==> config.mk <==
export PLATFORM = sky130hd
export DESIGN_NAME = rsd_top
export DESIGN_NICKNAME = d
export VERILOG_FILES = /design/src/rsd_pkg.sv /design/src/rsd_step_if.sv /design/src/rsd_top.sv /design/src/rsd_ext.sv /design/src/rsd_alu.sv
export SDC_FILE = /design/constraint.sdc
export NUM_CORES = 1
export LEC_CHECK = 0
export BUFFER_PORTS_ARGS = -buffer_cell sky130_fd_sc_hd__buf_2
export CORE_UTILIZATION = 50
export CTS_CLUSTER_SIZE = 12
export DETAILED_ROUTE_END_ITERATION = 12
export GPL_ROUTABILITY_DRIVEN = 0
export HOLD_SLACK_MARGIN = 0.12
export PLACE_DENSITY = 0.81
export SYNTH_ARGS = -nofsm -noshare
export SYNTH_HDL_FRONTEND = slang
export SYNTH_SLANG_ARGS = --single-unit
==> constraint.sdc <==
create_clock -name sys_clk_i -period 4.06 [get_ports sys_clk_i]
set_input_delay 0.609 -clock sys_clk_i [delete_from_list [all_inputs] [get_ports sys_clk_i]]
set_output_delay 0.609 -clock sys_clk_i [all_outputs]
set_load 0.02 [all_outputs]
==> src/rsd_pkg.sv <==
// Package of constants for the restoring step divider
package rsd_pkg;

  // ****************************************
  // Widths
  // ****************************************
  localparam int unsigned DATA_W = 32;
  localparam int unsigned EXT_W  = 33;

  // ****************************************
  // Reset values
  // ****************************************
  localparam logic [31:0] ACC_RST = 32'h0000_0000;

  // ****************************************
  // Timing
  // ****************************************
  localparam int unsigned STEP_CYCLES = 1;

  // ****************************************
  // Sign cases
  // ****************************************
  localparam logic [1:0] CASE_PP = 2'h0;
  localparam logic [1:0] CASE_PN = 2'h1;
  localparam logic [1:0] CASE_NP = 2'h2;
  localparam logic [1:0] CASE_NN = 2'h3;

endpackage

==> src/rsd_step_if.sv <==
// Interface carrying one step's operands and result
`timescale 1ns/10ps
interface rsd_step_if;
  logic [31:0] acc_high;
  logic [31:0] divisor;
  logic        dividend_sign_flag;
  logic        divisor_sign_flag;
  logic [31:0] res_high;
  logic        commit;

  modport core (output acc_high, divisor, dividend_sign_flag,
                divisor_sign_flag, input res_high, commit);
  modport alu  (input acc_high, divisor, dividend_sign_flag,
                divisor_sign_flag, output res_high, commit);
endinterface

==> src/rsd_top.sv <==
// Single-step division datapath with accumulator pair
// Summary of operation
// - One step serves signed and unsigned division
// - Shift high/low accumulator pair left one
// - Accumulator extended with dividend sign flag
// - Divisor extended with divisor sign flag
// - Sign flags choose operation and commit test
// - Top result bit decides the commit
// - Both positive: subtract, commit on zero
// - Negative dividend: add, commit on one
// - Negative divisor: add, commit on zero
// - Both negative: subtract, commit on one
// - Commit loads high, sets low bit
// - No commit keeps shifted accumulators
// - Unsigned result: quotient low, remainder high
// - Each step takes one clock cycle
// - Without multiplier option step is no-op
`timescale 1ns/10ps
module rsd_top #(
  parameter bit HAS_MULT = 1'b1
) (
  input  wire logic        sys_clk_i,
  input  wire logic        rstn_i,
  input  wire logic        step_divide_op_i,
  input  wire logic [31:0] source_operand_reg_i,
  input  wire logic        dividend_sign_flag_i,
  input  wire logic        divisor_sign_flag_i,
  input  wire logic        acc_load_i,
  input  wire logic [31:0] acc_high_load_i,
  input  wire logic [31:0] acc_low_load_i,
  output logic      [31:0] acc_high_o,
  output logic      [31:0] acc_low_o,
  output logic             step_done_o
);

  logic [31:0] acc_high_r;
  logic [31:0] acc_high_nxt;
  logic [31:0] acc_low_r;
  logic [31:0] acc_low_nxt;
  logic        done_r;
  logic        done_nxt;
  logic [31:0] sh_high;
  logic [31:0] sh_low;
  logic        step_en;

  rsd_step_if st ();

  // ****************************************
  // Shift and step operands
  // ****************************************
  assign step_en = step_divide_op_i & HAS_MULT;
  assign sh_high = {acc_high_r[30:0], acc_low_r[31]};
  assign sh_low  = {acc_low_r[30:0], 1'b0};
  assign st.acc_high           = sh_high;
  assign st.divisor            = source_operand_reg_i;
  assign st.dividend_sign_flag = dividend_sign_flag_i;
  assign st.divisor_sign_flag  = divisor_sign_flag_i;

  rsd_alu u_alu (
    .st (st.alu)
  );

  // ****************************************
  // Next state
  // ****************************************
  always_comb begin
    acc_high_nxt = acc_high_r;
    acc_low_nxt  = acc_low_r;
    done_nxt     = 1'b0;
    if (acc_load_i) begin
      acc_high_nxt = acc_high_load_i;
      acc_low_nxt  = acc_low_load_i;
    end else if (step_en) begin
      done_nxt = 1'b1;
      if (st.commit) begin
        acc_high_nxt = st.res_high;
        acc_low_nxt  = {sh_low[31:1], 1'b1};
      end else begin
        acc_high_nxt = sh_high;
        acc_low_nxt  = sh_low;
      end
    end
  end

  // ****************************************
  // Registers
  // ****************************************
  always_ff @(posedge sys_clk_i or negedge rstn_i) begin
    if (!rstn_i) begin
      acc_high_r <= rsd_pkg::ACC_RST;
      acc_low_r  <= rsd_pkg::ACC_RST;
      done_r     <= 1'b0;
    end else begin
      acc_high_r <= acc_high_nxt;
      acc_low_r  <= acc_low_nxt;
      done_r     <= done_nxt;
    end
  end

  assign acc_high_o  = acc_high_r;
  assign acc_low_o   = acc_low_r;
  assign step_done_o = done_r;

  // ****************************************
  // Assertion helpers
  // ****************************************
  logic        step_tk;
  logic [32:0] chk_sum;
  logic [32:0] chk_dif;

  assign step_tk = step_en & ~acc_load_i;
  assign chk_sum = {1'b0, sh_high} + {1'b0, source_operand_reg_i};
  assign chk_dif = {1'b0, sh_high} - {1'b0, source_operand_reg_i};

  // ****************************************
  // Shift checks
  // ****************************************
  a_shift_low_bit: assert property (
    @(posedge sys_clk_i) disable iff (!rstn_i)
    step_tk
    |=>
    (acc_low_r[31:1] == $past(acc_low_r[30:0]))
  ) else $error("low accumulator not shifted");

  a_shift_high: assert property (
    @(posedge sys_clk_i) disable iff (!rstn_i)
    (step_tk && !st.commit)
    |=>
    (acc_high_r == {$past(acc_high_r[30:0]), $past(acc_low_r[31])})
  ) else $error("high accumulator not shifted");

  a_commit_bit: assert property (
    @(posedge sys_clk_i) disable iff (!rstn_i)
    step_tk
    |=>
    (acc_low_r[0] == $past(st.commit))
  ) else $error("quotient bit wrong");

  a_low_zero: assert property (
    @(posedge sys_clk_i) disable iff (!rstn_i)
    (step_tk && !st.commit)
    |=>
    !acc_low_r[0]
  ) else $error("shifted in bit not zero");

  // ****************************************
  // Operand extension and top-bit commit
  // ****************************************
  a_ext_dividend: assert property (
    @(posedge sys_clk_i) disable iff (!rstn_i)
    (u_alu.a_ext == {dividend_sign_flag_i, sh_high})
  ) else $error("accumulator extension wrong");

  a_ext_divisor: assert property (
    @(posedge sys_clk_i) disable iff (!rstn_i)
    (u_alu.b_ext == {divisor_sign_flag_i, source_operand_reg_i})
  ) else $error("divisor extension wrong");

  a_top_decides: assert property (
    @(posedge sys_clk_i) disable iff (!rstn_i)
    (st.commit == (u_alu.tmp[32] == dividend_sign_flag_i))
  ) else $error("commit not from top bit");

  // ****************************************
  // Sign cases
  // ****************************************
  a_pp_case: assert property (
    @(posedge sys_clk_i) disable iff (!rstn_i)
    (!dividend_sign_flag_i && !divisor_sign_flag_i)
    |->
    (st.commit == !chk_dif[32])
  ) else $error("unsigned commit wrong");

  a_pp_result: assert property (
    @(posedge sys_clk_i) disable iff (!rstn_i)
    (!dividend_sign_flag_i && !divisor_sign_flag_i)
    |->
    (st.res_high == chk_dif[31:0])
  ) else $error("unsigned difference wrong");

  a_np_case: assert property (
    @(posedge sys_clk_i) disable iff (!rstn_i)
    (dividend_sign_flag_i && !divisor_sign_flag_i)
    |->
    (st.commit == !chk_sum[32])
  ) else $error("negative dividend commit wrong");

  a_np_result: assert property (
    @(posedge sys_clk_i) disable iff (!rstn_i)
    (dividend_sign_flag_i && !divisor_sign_flag_i)
    |->
    (st.res_high == chk_sum[31:0])
  ) else $error("negative dividend sum wrong");

  a_pn_case: assert property (
    @(posedge sys_clk_i) disable iff (!rstn_i)
    (!dividend_sign_flag_i && divisor_sign_flag_i)
    |->
    (st.commit == chk_sum[32])
  ) else $error("negative divisor commit wrong");

  a_pn_result: assert property (
    @(posedge sys_clk_i) disable iff (!rstn_i)
    (!dividend_sign_flag_i && divisor_sign_flag_i)
    |->
    (st.res_high == chk_sum[31:0])
  ) else $error("negative divisor sum wrong");

  a_nn_case: assert property (
    @(posedge sys_clk_i) disable iff (!rstn_i)
    (dividend_sign_flag_i && divisor_sign_flag_i)
    |->
    (st.commit == (sh_high < source_operand_reg_i))
  ) else $error("negative pair commit wrong");

  a_nn_result: assert property (
    @(posedge sys_clk_i) disable iff (!rstn_i)
    (dividend_sign_flag_i && divisor_sign_flag_i)
    |->
    (st.res_high == chk_dif[31:0])
  ) else $error("negative pair difference wrong");

  // ****************************************
  // Commit checks
  // ****************************************
  a_commit_high: assert property (
    @(posedge sys_clk_i) disable iff (!rstn_i)
    (step_tk && st.commit)
    |=>
    (acc_high_r == $past(st.res_high))
  ) else $error("high accumulator not committed");

  a_commit_low: assert property (
    @(posedge sys_clk_i) disable iff (!rstn_i)
    (step_tk && st.commit)
    |=>
    acc_low_r[0]
  ) else $error("quotient bit not set");

  a_keep_shift: assert property (
    @(posedge sys_clk_i) disable iff (!rstn_i)
    (step_tk && !st.commit)
    |=>
    (acc_high_r == $past(sh_high))
  ) else $error("shifted high not kept");

  // ****************************************
  // Timing and load checks
  // ****************************************
  a_one_cycle: assert property (
    @(posedge sys_clk_i) disable iff (!rstn_i)
    step_tk
    |=>
    step_done_o ##1 (step_done_o == $past(step_tk))
  ) else $error("step not done in one cycle");

  a_done_cause: assert property (
    @(posedge sys_clk_i) disable iff (!rstn_i)
    step_done_o
    |->
    $past(step_tk)
  ) else $error("done without a step");

  a_load_value: assert property (
    @(posedge sys_clk_i) disable iff (!rstn_i)
    acc_load_i
    |=>
    (acc_high_r == $past(acc_high_load_i) &&
     acc_low_r == $past(acc_low_load_i))
  ) else $error("accumulators not loaded");

  a_load_no_done: assert property (
    @(posedge sys_clk_i) disable iff (!rstn_i)
    acc_load_i
    |=>
    !step_done_o
  ) else $error("done after a load");

  // ****************************************
  // No multiplier option
  // ****************************************
  a_nop_hold: assert property (
    @(posedge sys_clk_i) disable iff (!rstn_i)
    (!step_en && !acc_load_i)
    |=>
    ($stable(acc_high_r) && $stable(acc_low_r) && !step_done_o)
  ) else $error("state changed without step");

  a_nomul_quiet: assert property (
    @(posedge sys_clk_i) disable iff (!rstn_i)
    !HAS_MULT
    |->
    !step_done_o
  ) else $error("done pulse without multiplier");

  a_nomul_hold: assert property (
    @(posedge sys_clk_i) disable iff (!rstn_i)
    (!HAS_MULT && !acc_load_i)
    |=>
    ($stable(acc_high_r) && $stable(acc_low_r))
  ) else $error("state changed without multiplier");

endmodule // rsd_top

==> src/rsd_ext.sv <==
// Sign extender to 33 bits with a flag as top bit
`timescale 1ns/10ps
module rsd_ext (
  input  wire logic        flag_i,
  input  wire logic [31:0] val_i,
  output logic      [32:0] ext_o
);
  assign ext_o = {flag_i, val_i};
endmodule // rsd_ext

==> src/rsd_alu.sv <==
// Add or subtract stage and commit decision of one step
`timescale 1ns/10ps
module rsd_alu (
  rsd_step_if.alu st
);
  logic [32:0] a_ext;
  logic [32:0] b_ext;
  logic [32:0] tmp;

  // ****************************************
  // Operand extension
  // ****************************************
  rsd_ext u_ext_a (
    .flag_i (st.dividend_sign_flag),
    .val_i  (st.acc_high),
    .ext_o  (a_ext)
  );
  rsd_ext u_ext_b (
    .flag_i (st.divisor_sign_flag),
    .val_i  (st.divisor),
    .ext_o  (b_ext)
  );

  // ****************************************
  // Arithmetic and commit
  // ****************************************
  always_comb begin
    tmp       = 33'h0_0000_0000;
    st.commit = 1'b0;
    case ({st.dividend_sign_flag, st.divisor_sign_flag})
      rsd_pkg::CASE_PP: begin
        tmp       = a_ext - b_ext;
        st.commit = ~tmp[32];
      end
      rsd_pkg::CASE_PN: begin
        tmp       = a_ext + b_ext;
        st.commit = ~tmp[32];
      end
      rsd_pkg::CASE_NP: begin
        tmp       = a_ext + b_ext;
        st.commit = tmp[32];
      end
      rsd_pkg::CASE_NN: begin
        tmp       = a_ext - b_ext;
        st.commit = tmp[32];
      end
      default: begin
        tmp       = 33'h0_0000_0000;
        st.commit = 1'b0;
      end
    endcase
  end
  assign st.res_high = tmp[31:0];
endmodule // rsd_alu

Word level (Yosys, flattened, before mapping)
Cells that the tools add are included. Widths: inputs -> output; s select.

Logic and storage cells: 24. Input port bits: 102. Memories kept: 0. RAM bits: 0. Bits in read-only memories: 0. Output and inout port bits: 65. Bits in latches: 0. Bits in registers: 65.

Reduce and logical (&&, ||, !) cells: 4. Divide/modulo/power cells: 0. $mul: 0. Shift-type cells: 0. $add $sub $neg: 2. Equality and inequality tests: 3. Multiplexer cells: 10. Magnitude comparators: 0. Bitwise gates (word level): 2.

Operators by type and width (number): $mux 32 (5); $pmux 32 s2 (1); $add 33x33->33 (1); $sub 33x33->33 (1); $eq 2x2->1 const B (2); $pmux 1 s4 (1); $reduce_or 2->1 (2); $mux 1 (3); $eq 2x1->1 const B (1); $logic_not 2->1 (1); $not 1->1 (2); $reduce_bool 2->1 (1).

Depth between registers and ports, before layout
Gate-level depths: netlist of the first run.

Word-level depth: 6. Mapped depth: 15. Depth with buffers taken out: 13.

Hierarchy
A second synthesis of the first run with hierarchy kept.

Cell total of the unflattened synthesis: 965. Area total of the unflattened synthesis: 7955.1 sq um.

Modules (own cells, without submodules): rsd_alu (area an instance 3905.0 sq um, seq. area each 0.0 sq um, instances 1, cells each 579); rsd_top (area an instance 3554.7 sq um, seq. area each 1626.6 sq um, instances 1, cells each 320); rsd_ext (area an instance 247.7 sq um, seq. area each 0.0 sq um, instances 2, cells each 33).

Least setup slack after synthesis of the first run
No wires, ideal clock.

Path kind: in2reg. Start point: input port source_operand_reg_i[0]. End point: register acc_high_r[21], in the netlist acc_high_o[21]. Slack: 0.720 ns. Buffers on the path: 2. Stages on the path: 14. Arrival: 3.214 ns. Required time: 3.934 ns. Setup time: 0.126 ns. Cells stage by stage: ha_1 > fa_1 > nand2b_1 > a21oi_2 > o21ai_1 > a21oi_2 > o21ai_2 > a211o_1 > o2111ai_1 > o21bai_2 > buf_6 > and2_4 > buf_6 > a221o_1.

Longest elaborated chain between the ends: 6. Elaborated cells between the ends (all ways): 9. Those cells by class: add/sub: 2; mux: 5; bitwise: 2.

RTL lines: start, declared (RTL line rsd_top.sv:25) `input wire logic [31:0] source_operand_reg_i,`; $add 33x33->33 / $sub 33x33->33 (equally long branches); $not 1->1, on equally long branches (RTL line rsd_alu.sv:37, rsd_alu.sv:33); $pmux 1 s4 (RTL line rsd_alu.sv:30) `case ({st.dividend_sign_flag, st.divisor_sign_flag})`; $mux 32 * (RTL line rsd_top.sv:75) `if (st.commit) begin`; $mux 32 * (RTL line rsd_top.sv:73) `end else if (step_en) begin`; $mux 32 * (RTL line rsd_top.sv:70) `if (acc_load_i) begin`; end signal, assigned (RTL line rsd_top.sv:90) `acc_high_r <= rsd_pkg::ACC_RST;`; end signal, assigned (RTL line rsd_top.sv:94) `acc_high_r <= acc_high_nxt;`; end, declared (RTL line rsd_top.sv:36) `logic [31:0] acc_high_r;`.

Mark *: on every way between the ends. The rest lies on a longest branch, timed or not. The select of a mux whose other input is x is not followed. A chain may end at the register's enable or synchronous reset.

Final worst setup path of the first run
Start point: register acc_low_r[31], in the netlist acc_low_o[31]. End point: register acc_high_r[22], in the netlist acc_high_o[22].

Longest elaborated chain between the ends: 6. Elaborated cells between the ends (all ways): 9. Those cells by class: add/sub: 2; mux: 5; bitwise: 2.

RTL lines: start, declared (RTL line rsd_top.sv:38) `logic [31:0] acc_low_r;`; start signal, assigned (RTL line rsd_top.sv:91) `acc_low_r <= rsd_pkg::ACC_RST;`; start signal, assigned (RTL line rsd_top.sv:95) `acc_low_r <= acc_low_nxt;`; $add 33x33->33 / $sub 33x33->33 (equally long branches); $not 1->1, on equally long branches (RTL line rsd_alu.sv:37, rsd_alu.sv:33); $pmux 1 s4 (RTL line rsd_alu.sv:30); $mux 32 * (RTL line rsd_top.sv:75); $mux 32 * (RTL line rsd_top.sv:73); $mux 32 * (RTL line rsd_top.sv:70).

Marked as above.

==> impl_metrics.json, run 1 <==
{
  "fmax_mhz": 265,
  "outcome": "finished, final reports clean",
  "syn_inst": 896,
  "tritoncts.num_buffers": 9,
  "syn_area_um2": 7070,
  "period_share": 0.930,
  "swShare": 0.443,
  "clk_pin_slew_ps": 60,
  "worst-setup-path-type": "flip-flop to flip-flop",
  "ff2ff_path_depth": 14,
  "clk_path_buf_depth": 2,
  "num_vias": 7165,
  "core_um2": 13800,
  "grt_pass1_vias": 6747,
  "vias_per_cell": 5.89,
  "ys_seq_area_frac": 0.230,
  "p_total_mw": 3.57,
  "setup_viol": 0,
  "port_buffers": 166,
  "synth_xor_area_frac": 0.0384,
  "die_w_um": 121,
  "place_area_um2": 7980,
  "die-height_um": 121,
  "p_int_mw": 1.99,
  "cts_tree": "yes",
  "synthAdderAreaFrac": 0.126,
  "worst_slew_pin_slew_ps": 1050,
  "grt_util_all_layers": 0.278,
  "worst_slack_ps": 285,
  "crit_fanout": 11,
  "max_cap_violations": 0,
  "r2r_end": "acc_high_o[22]$_DFFE_PN0P_",
  "final_hold_viol_count": 0,
  "ir_worst_vdd_uv": 262,
  "detailedPlacementHpwl_mm": 15.1,
  "pwr-share-seq": 0.244,
  "areaGrowthSynthToFinish_pct": 17.1,
  "rr_startpoint": "acc_low_o[31]$_DFFE_PN0P_",
  "wl_per_cell_um": 16.4,
  "row_count": 43,
  "crit_start": "acc_low_o[31]$_DFFE_PN0P_",
  "overflow": 0,
  "synth_top_family_by_area": "compound AO/OA/AOI/OAI gates",
  "p_per_area_nw_per_um2": 431,
  "ctsHoldBuffers": 0,
  "slew_headroom": 0.301,
  "drt_first_pass_iters": 7,
  "clock_skew_ps": 5.91,
  "grt_pass1_wl_mm": 32.6,
  "p_sw_mw": 1.58,
  "slew_viol_final": 0,
  "post_cts_resize_count": 0,
  "cp-endpoint": "acc_high_o[22]$_DFFE_PN0P_",
  "cp_data_required_time_ps": 4230,
  "die-area_um2": 14600,
  "p_clk_frac": 0.222,
  "synth-compound-area-share": 0.288,
  "ff2ff_setup_slack_ps": 290,
  "grt_max_degree": 79,
  "routed_wl_mm": 19.9,
  "antenna_found_initial": 0,
  "htreeDepth": 3,
  "start_util": 0.512,
  "hp-class": "primary input to async pin",
  "n_antenna_cell": 0,
  "fin_area_um2": 8280,
  "rsz0062_at_grt": "false",
  "pre_cts_ws_ps": 140,
  "synth_edf_count": 0,
  "ioPinCount": 167,
  "synth-async-reset-ratio": 1.00,
  "nets": 1204,
  "ant_nets": 0,
  "syn_nets": 1068,
  "tns_ps": 0,
  "fillers": 1283,
  "synth_seq_cells": 65,
  "drive_above_1_share": 0.219,
  "period_needed_ps": 3770,
  "arrival_ps": 3950,
  "worst_setup_path_end_kind": "flip-flop",
  "syn_avg_cell_area_um2": 7.89,
  "yosysWarnings": 0,
  "root_buffer": "clkbuf_16",
  "synth_flop_cell": "dfrtp_1",
  "cts_setup_buffers": 0,
  "synth_mux_area_frac": 0.0823,
  "combPwrFrac": 0.534,
  "post-route-drc-count": 0,
  "utilization": 0.599,
  "synth-simple-area-share": 0.157,
  "yosysUniqueCellTypes": 80,
  "clock_latency_ps": 330,
  "p_leak_nw": 4.11,
  "drt_iter0_drc": 494,
  "start_kind": "flip-flop",
  "cts.sinks": 65
}
==> kinds of logic after synthesis <==
logic type / after synthesis
fa+ha+maj: 70
mux: 58
buf+inv: 130
flops: 65
compound gates: 306
simple gates: 236
xor+xnor: 31
==> how the worst min path moves through the flow <==
| stage | startpoint | to | slack, ps |
|---|---|---|---|
| global route | acc_low_load_i[6] | acc_low_o[6]$_DFFE_PN0P_ | 490 |
| floorplan | rstn_i | acc_high_o[0]$_DFFE_PN0P_ | 310 |
| CTS | acc_low_load_i[17] | acc_low_o[17]$_DFFE_PN0P_ | 470 |
| detailed placement | acc_low_o[17]$_DFFE_PN0P_ | acc_low_o[18]$_DFFE_PN0P_ | 580 |
| finish | rstn_i | acc_high_o[6]$_DFFE_PN0P_ | 470 |
| global placement | acc_low_o[3]$_DFFE_PN0P_ | acc_low_o[4]$_DFFE_PN0P_ | 570 |
==> cells in the mapped netlist (3+ instances only) <==
cell	n	area share
dfrtp_1	65	0.23
o221ai_1	5	0.0062
a21oi_1	89	0.063
or2_2	4	0.0035
nand3_1	14	0.0099
inv_1	73	0.039
a31oi_1	18	0.016
nor2b_1	16	0.014
a21oi_2	5	0.0062
ha_1	68	0.12
xor2_1	3	0.0037
nand4_1	7	0.0062
buf_2	10	0.0071
buf_4	3	0.0032
a211oi_1	7	0.0074
buf_1	6	0.0032
nor2_1	73	0.039
o2111ai_1	7	0.0087
o311ai_0	3	0.0037
o31ai_1	6	0.0064
nand2_1	73	0.039
o21ai_0	78	0.055
o21ai_1	8	0.0057
nand2b_1	14	0.012
xnor2_1	28	0.035
nor4_1	7	0.0062
mux2i_1	57	0.081
nor3b_1	3	0.0032
o211ai_1	5	0.0053
clkbuf_1	32	0.017
o21bai_1	10	0.011
a221o_1	6	0.0085
nor3_1	12	0.0085
a21o_1	14	0.015
a211o_1	5	0.0062
buf_6	4	0.0064
==> layout by cell type, fill, tap and decap left out, types with 3 or more instances in the layout <==
cell	instances
a211o_1	5
nor3b_1	3
buf_2	165
a211oi_1	7
xor2_1	3
o2111ai_1	7
nor4_1	7
nor2_1	73
o221ai_1	5
a21oi_2	5
or2_2	4
mux2i_1	57
o211ai_1	5
o21ai_1	8
o21ai_0	78
nand2_1	73
o21bai_1	10
xnor2_1	28
nand2b_1	14
nand3_1	14
a21o_1	14
ha_1	68
a31oi_1	18
nor3_1	12
nor2b_1	16
clkbuf_16	9
a221o_1	6
inv_1	73
dfrtp_1	65
o311ai_0	3
nand4_1	7
a21oi_1	89
o31ai_1	6
buf_4	15
==> registers in the layout (all words and copies together), names as in the netlist <==
register     cells
acc_low_o       32
acc_high_o      32
step_done_o      1
==> power by group through the flow <==
stage	Combinational, mW	Clock (mW)	Sequential, mW
floorplan	1.30	0	0.957
global placement	1.84	0	0.876
detailed placement	1.86	0	0.879
CTS	1.88	0.805	0.868
global route	2.08	0.830	0.884
finish	1.91	0.794	0.870
==> final cells by class <==
type	instances	area, µm²	area share
clock buffer	9	225	0.0272
clock inverter	7	77.6	0.00936
inverter	74	278	0.0335
multi-input combinational	701	4890	0.591
sequential	65	1630	0.196
tap	180	225	0.0272
timing repair buffer	181	958	0.116
==> metrics by stage <==
| stage | hold slack, ps | instances |
|---|---|---|
| after detailed placement | 583 | 1201 |
| after CTS | 474 | 1217 |
| after global placement | 570 | 1201 |
| after global routing | 485 | 1217 |
| final | 469 | 1217 |
| after floorplan | 313 | 896 |
==> routing by layer <==
layer / routed length (µm) / share of wire / track usage / vias to the layer above
met2: 8910 / 0.45 / 0.440 / 331
met4: 687 / 0.034 / 0.123 / 0
met5: 0 / 0 / 0 / -
li1: - / - / - / 3476
met3: 1410 / 0.071 / 0.0399 / 59
met1: 8920 / 0.45 / 0.375 / 3299
==> critical path: stages, from the launching register on <==
cell      delay, ps
dfrtp_1         400
ha_1            180
inv_1            60
fa_1            370
o21bai_1        260
o211ai_1        200
a211oi_2        310
o2111a_1        320
and2_4          170
o21ai_1          70
a41o_2          250
o21bai_2        370
buf_4           320
mux2i_1         250
a21oi_1          90
Power figures use the tool's default switching activity.
==> run 2: changes to the inputs <==
--- a/config.mk
+++ b/config.mk
@@ -5,13 +5,14 @@
 export SDC_FILE = /design/constraint.sdc
 export NUM_CORES = 1
 export LEC_CHECK = 0
+export ABC_AREA = 1
 export BUFFER_PORTS_ARGS = -buffer_cell sky130_fd_sc_hd__buf_2
 export CORE_UTILIZATION = 50
 export CTS_CLUSTER_SIZE = 12
 export DETAILED_ROUTE_END_ITERATION = 12
 export GPL_ROUTABILITY_DRIVEN = 0
 export HOLD_SLACK_MARGIN = 0.12
-export PLACE_DENSITY = 0.81
+export PLACE_DENSITY = 0.8
 export SYNTH_ARGS = -nofsm -noshare
 export SYNTH_HDL_FRONTEND = slang
 export SYNTH_SLANG_ARGS = --single-unit
==> run 2 against run 1 <==
Against the previous run: clock skew is 1.6 ps higher; largest power group unchanged; clock-buffer cell count stayed put; critical path depth is 7 higher; final cell count is 26% higher; highest routed layer unchanged.
==> impl_metrics.json, run 2 <==
{
  "slowest_delay_ps": 400,
  "synth-async-reset-ratio": 1.00,
  "clock_latency_ps": 340,
  "rr_startpoint": "acc_low_o[31]$_DFFE_PN0P_",
  "vias_per_cell": 5.61,
  "hp-class": "primary input to async pin",
  "drt_iter0_drc": 851,
  "start_kind": "flip-flop",
  "max_cap_violations": 0,
  "yosys.area.top_type_share": 0.216,
  "p_leak_nw": 4.77,
  "synth_top_area_cell": "dfrtp_1",
  "grt_util_all_layers": 0.318,
  "slew_headroom": 0.452,
  "ff2ff_path_depth": 21,
  "synthAdderAreaFrac": 0.118,
  "synth_seq_cells": 65,
  "die-height_um": 125,
  "detailedPlacementHpwl_mm": 19.2,
  "tritoncts.num_buffers": 9,
  "row_count": 44,
  "final_common_cell": "nand2_1",
  "grt_max_degree": 65,
  "outcome": "finished, final reports clean",
  "post_cts_resize_count": 0,
  "slew_viol_final": 0,
  "clock_skew_ps": 7.49,
  "final_hold_viol_count": 0,
  "syn_nets": 1383,
  "synth_xor_area_frac": 0.0256,
  "worst-setup-path-type": "flip-flop to flip-flop",
  "syn_area_um2": 7530,
  "p_per_area_nw_per_um2": 406,
  "synth-compound-area-share": 0.181,
  "most-common-layout-cells": "nand2_1 (361), buf_2 (166), inv_1 (164)",
  "rsz0062_at_grt": "false",
  "crit_fanout": 14,
  "die-area_um2": 15600,
  "synth_mux_area_frac": 0.00133,
  "tns_ps": 0,
  "grt_pass1_vias": 8350,
  "synth_common_cells": "nand2_1 (361), inv_1 (164), nor2_1 (106)",
  "htreeDepth": 3,
  "post-route-drc-count": 0,
  "utilization": 0.596,
  "cts.sinks": 65,
  "yosysUniqueCellTypes": 45,
  "r2r_end": "acc_high_o[24]$_DFFE_PN0P_",
  "grt_pass1_wl_mm": 39.8,
  "period_needed_ps": 3270,
  "path_cells": "inv_1 > ha_1 > fa_1 > nor2_1 > nand2_1 > nand2_1 > nand2_1 > nand2_1 > nand2_1 > nand2_2 > nand2_1 > nand2_1 > nand2_1 > nand3_1 > nand2_2 > inv_1 > nand2_1 > buf_4 > nand3_1 > nand2_1 > o21ai_0",
  "synth_most_common_cell": "nand2_1",
  "n_antenna_cell": 0,
  "yosysWarnings": 0,
  "syn_avg_cell_area_um2": 6.22,
  "clk_pin_slew_ps": 60,
  "nets": 1521,
  "wl_per_cell_um": 15.8,
  "num_vias": 8635,
  "crit_slowest_cell": "fa_1",
  "port_buffers": 166,
  "worst_setup_path_end_kind": "flip-flop",
  "syn_inst": 1211,
  "ff2ff_setup_slack_ps": 790,
  "synth_flop_cell": "dfrtp_1",
  "drive_above_1_share": 0.181,
  "ys_seq_area_frac": 0.216,
  "period_share": 0.806,
  "yosys-top-cells-area": "dfrtp_1 (22%), nand2_1 (18%), ha_1 (11%)",
  "die_w_um": 125,
  "cp_common_cell": "nand2_1",
  "ir_worst_vdd_uv": 301,
  "cts_tree": "yes",
  "timing.hold.ws_ps": 372,
  "synth_edf_count": 0,
  "overflow": 0,
  "setup_viol": 0,
  "root_buffer": "clkbuf_16",
  "ctsHoldBuffers": 0,
  "clk_path_buf_depth": 2,
  "drt_first_pass_iters": 7,
  "routed_wl_mm": 24.3,
  "worst_slew_pin_slew_ps": 822,
  "synth_top_family_by_area": "simple AND/OR/NAND/NOR gates",
  "cp_data_required_time_ps": 4310,
  "areaGrowthSynthToFinish_pct": 15.8,
  "cts_setup_buffers": 0,
  "core_um2": 14600,
  "arrival_ps": 3520,
  "start_util": 0.515,
  "ioPinCount": 167,
  "synth-simple-area-share": 0.330,
  "fmax_mhz": 306,
  "ant_nets": 0,
  "antenna_found_initial": 0
}
run 2: cell count changes in the layout (fill, tap and decap cells not counted), moves of 18 or more:
cell | before | now
mux2i_1 | 57 | 1
a22oi_1 | 1 | 22
xnor2_1 | 28 | 3
nand2_1 | 73 | 361
inv_2 | 1 | 22
inv_1 | 73 | 164
o221ai_1 | 5 | 23
nor2_1 | 73 | 104
o21ai_0 | 78 | 53
nand3_1 | 14 | 86
a21oi_1 | 89 | 64
run 2: how the worst max path moves through the flow:
stage / startpoint / slack [ps] / endpoint / cells after the start
floorplan: source_operand_reg_i[0] / 1360 / acc_high_o[30]$_DFFE_PN0P_ / 20
global placement: source_operand_reg_i[0] / 760 / acc_high_o[24]$_DFFE_PN0P_ / 20
detailed placement: source_operand_reg_i[0] / 640 / acc_high_o[24]$_DFFE_PN0P_ / 21
CTS: acc_low_o[31]$_DFFE_PN0P_ / 860 / acc_high_o[24]$_DFFE_PN0P_ / 21
global route: acc_low_o[31]$_DFFE_PN0P_ / 550 / acc_high_o[24]$_DFFE_PN0P_ / 21
finish: acc_low_o[31]$_DFFE_PN0P_ / 790 / acc_high_o[24]$_DFFE_PN0P_ / 21
run 2: cell type report:
type / instances / area [µm²]
clock buffer: 9 / 225
clock inverter: 7 / 103
fill: 1459 / 5920
inverter: 187 / 702
multi-input combinational: 911 / 4940
sequential: 65 / 1630
tap: 184 / 230
timing repair buffer: 175 / 898
run 2: kinds of logic (layout without fill, tap and decap cells):
group,Yosys count,in the layout
adder cells (fa/ha/maj),70,70
XOR/XNOR,22,22
AND/OR/NAND/NOR,597,597
multiplexers,1,1
flip-flops,65,65
buffers and inverters,235,378
AO/OA/AOI/OAI,221,221
run 2: layer usage:
metal / track usage / wire length, µm / share of wire
met5: 0 / 0 / 0
met4: 0.146 / 963 / 0.040
met3: 0.0657 / 2590 / 0.11
met2: 0.527 / 11100 / 0.46
met1: 0.396 / 9670 / 0.40
run 2: report_power, final:
group / internal, mW / switching (mW)
clock: 0.543 / 0.312
sequential: 0.732 / 0.114
combinational: 0.602 / 1.24
total: 1.88 / 1.67
run 2: worst max-delay path, delay by kind of cell, from the launching register on:
family	cells	cell delay (ps)
flip-flops	1	380
adder cells (fa/ha/maj)	2	610
AND/OR/NAND/NOR	15	1530
buffers and inverters	3	470
AO/OA/AOI/OAI	1	180
run 2: through the flow:
step | setup WS [ps] | instances | cell area [µm²] | total power [mW]
4_1_cts | 864 | 1538 | 8730 | 3.51
2_1_floorplan | 1360 | 1211 | 7530 | 2.14
6_report | 788 | 1538 | 8730 | 3.55
5_1_grt | 553 | 1538 | 8730 | 3.79
3_3_place_gp | 764 | 1522 | 8400 | 2.63
3_5_place_dp | 644 | 1522 | 8400 | 2.64
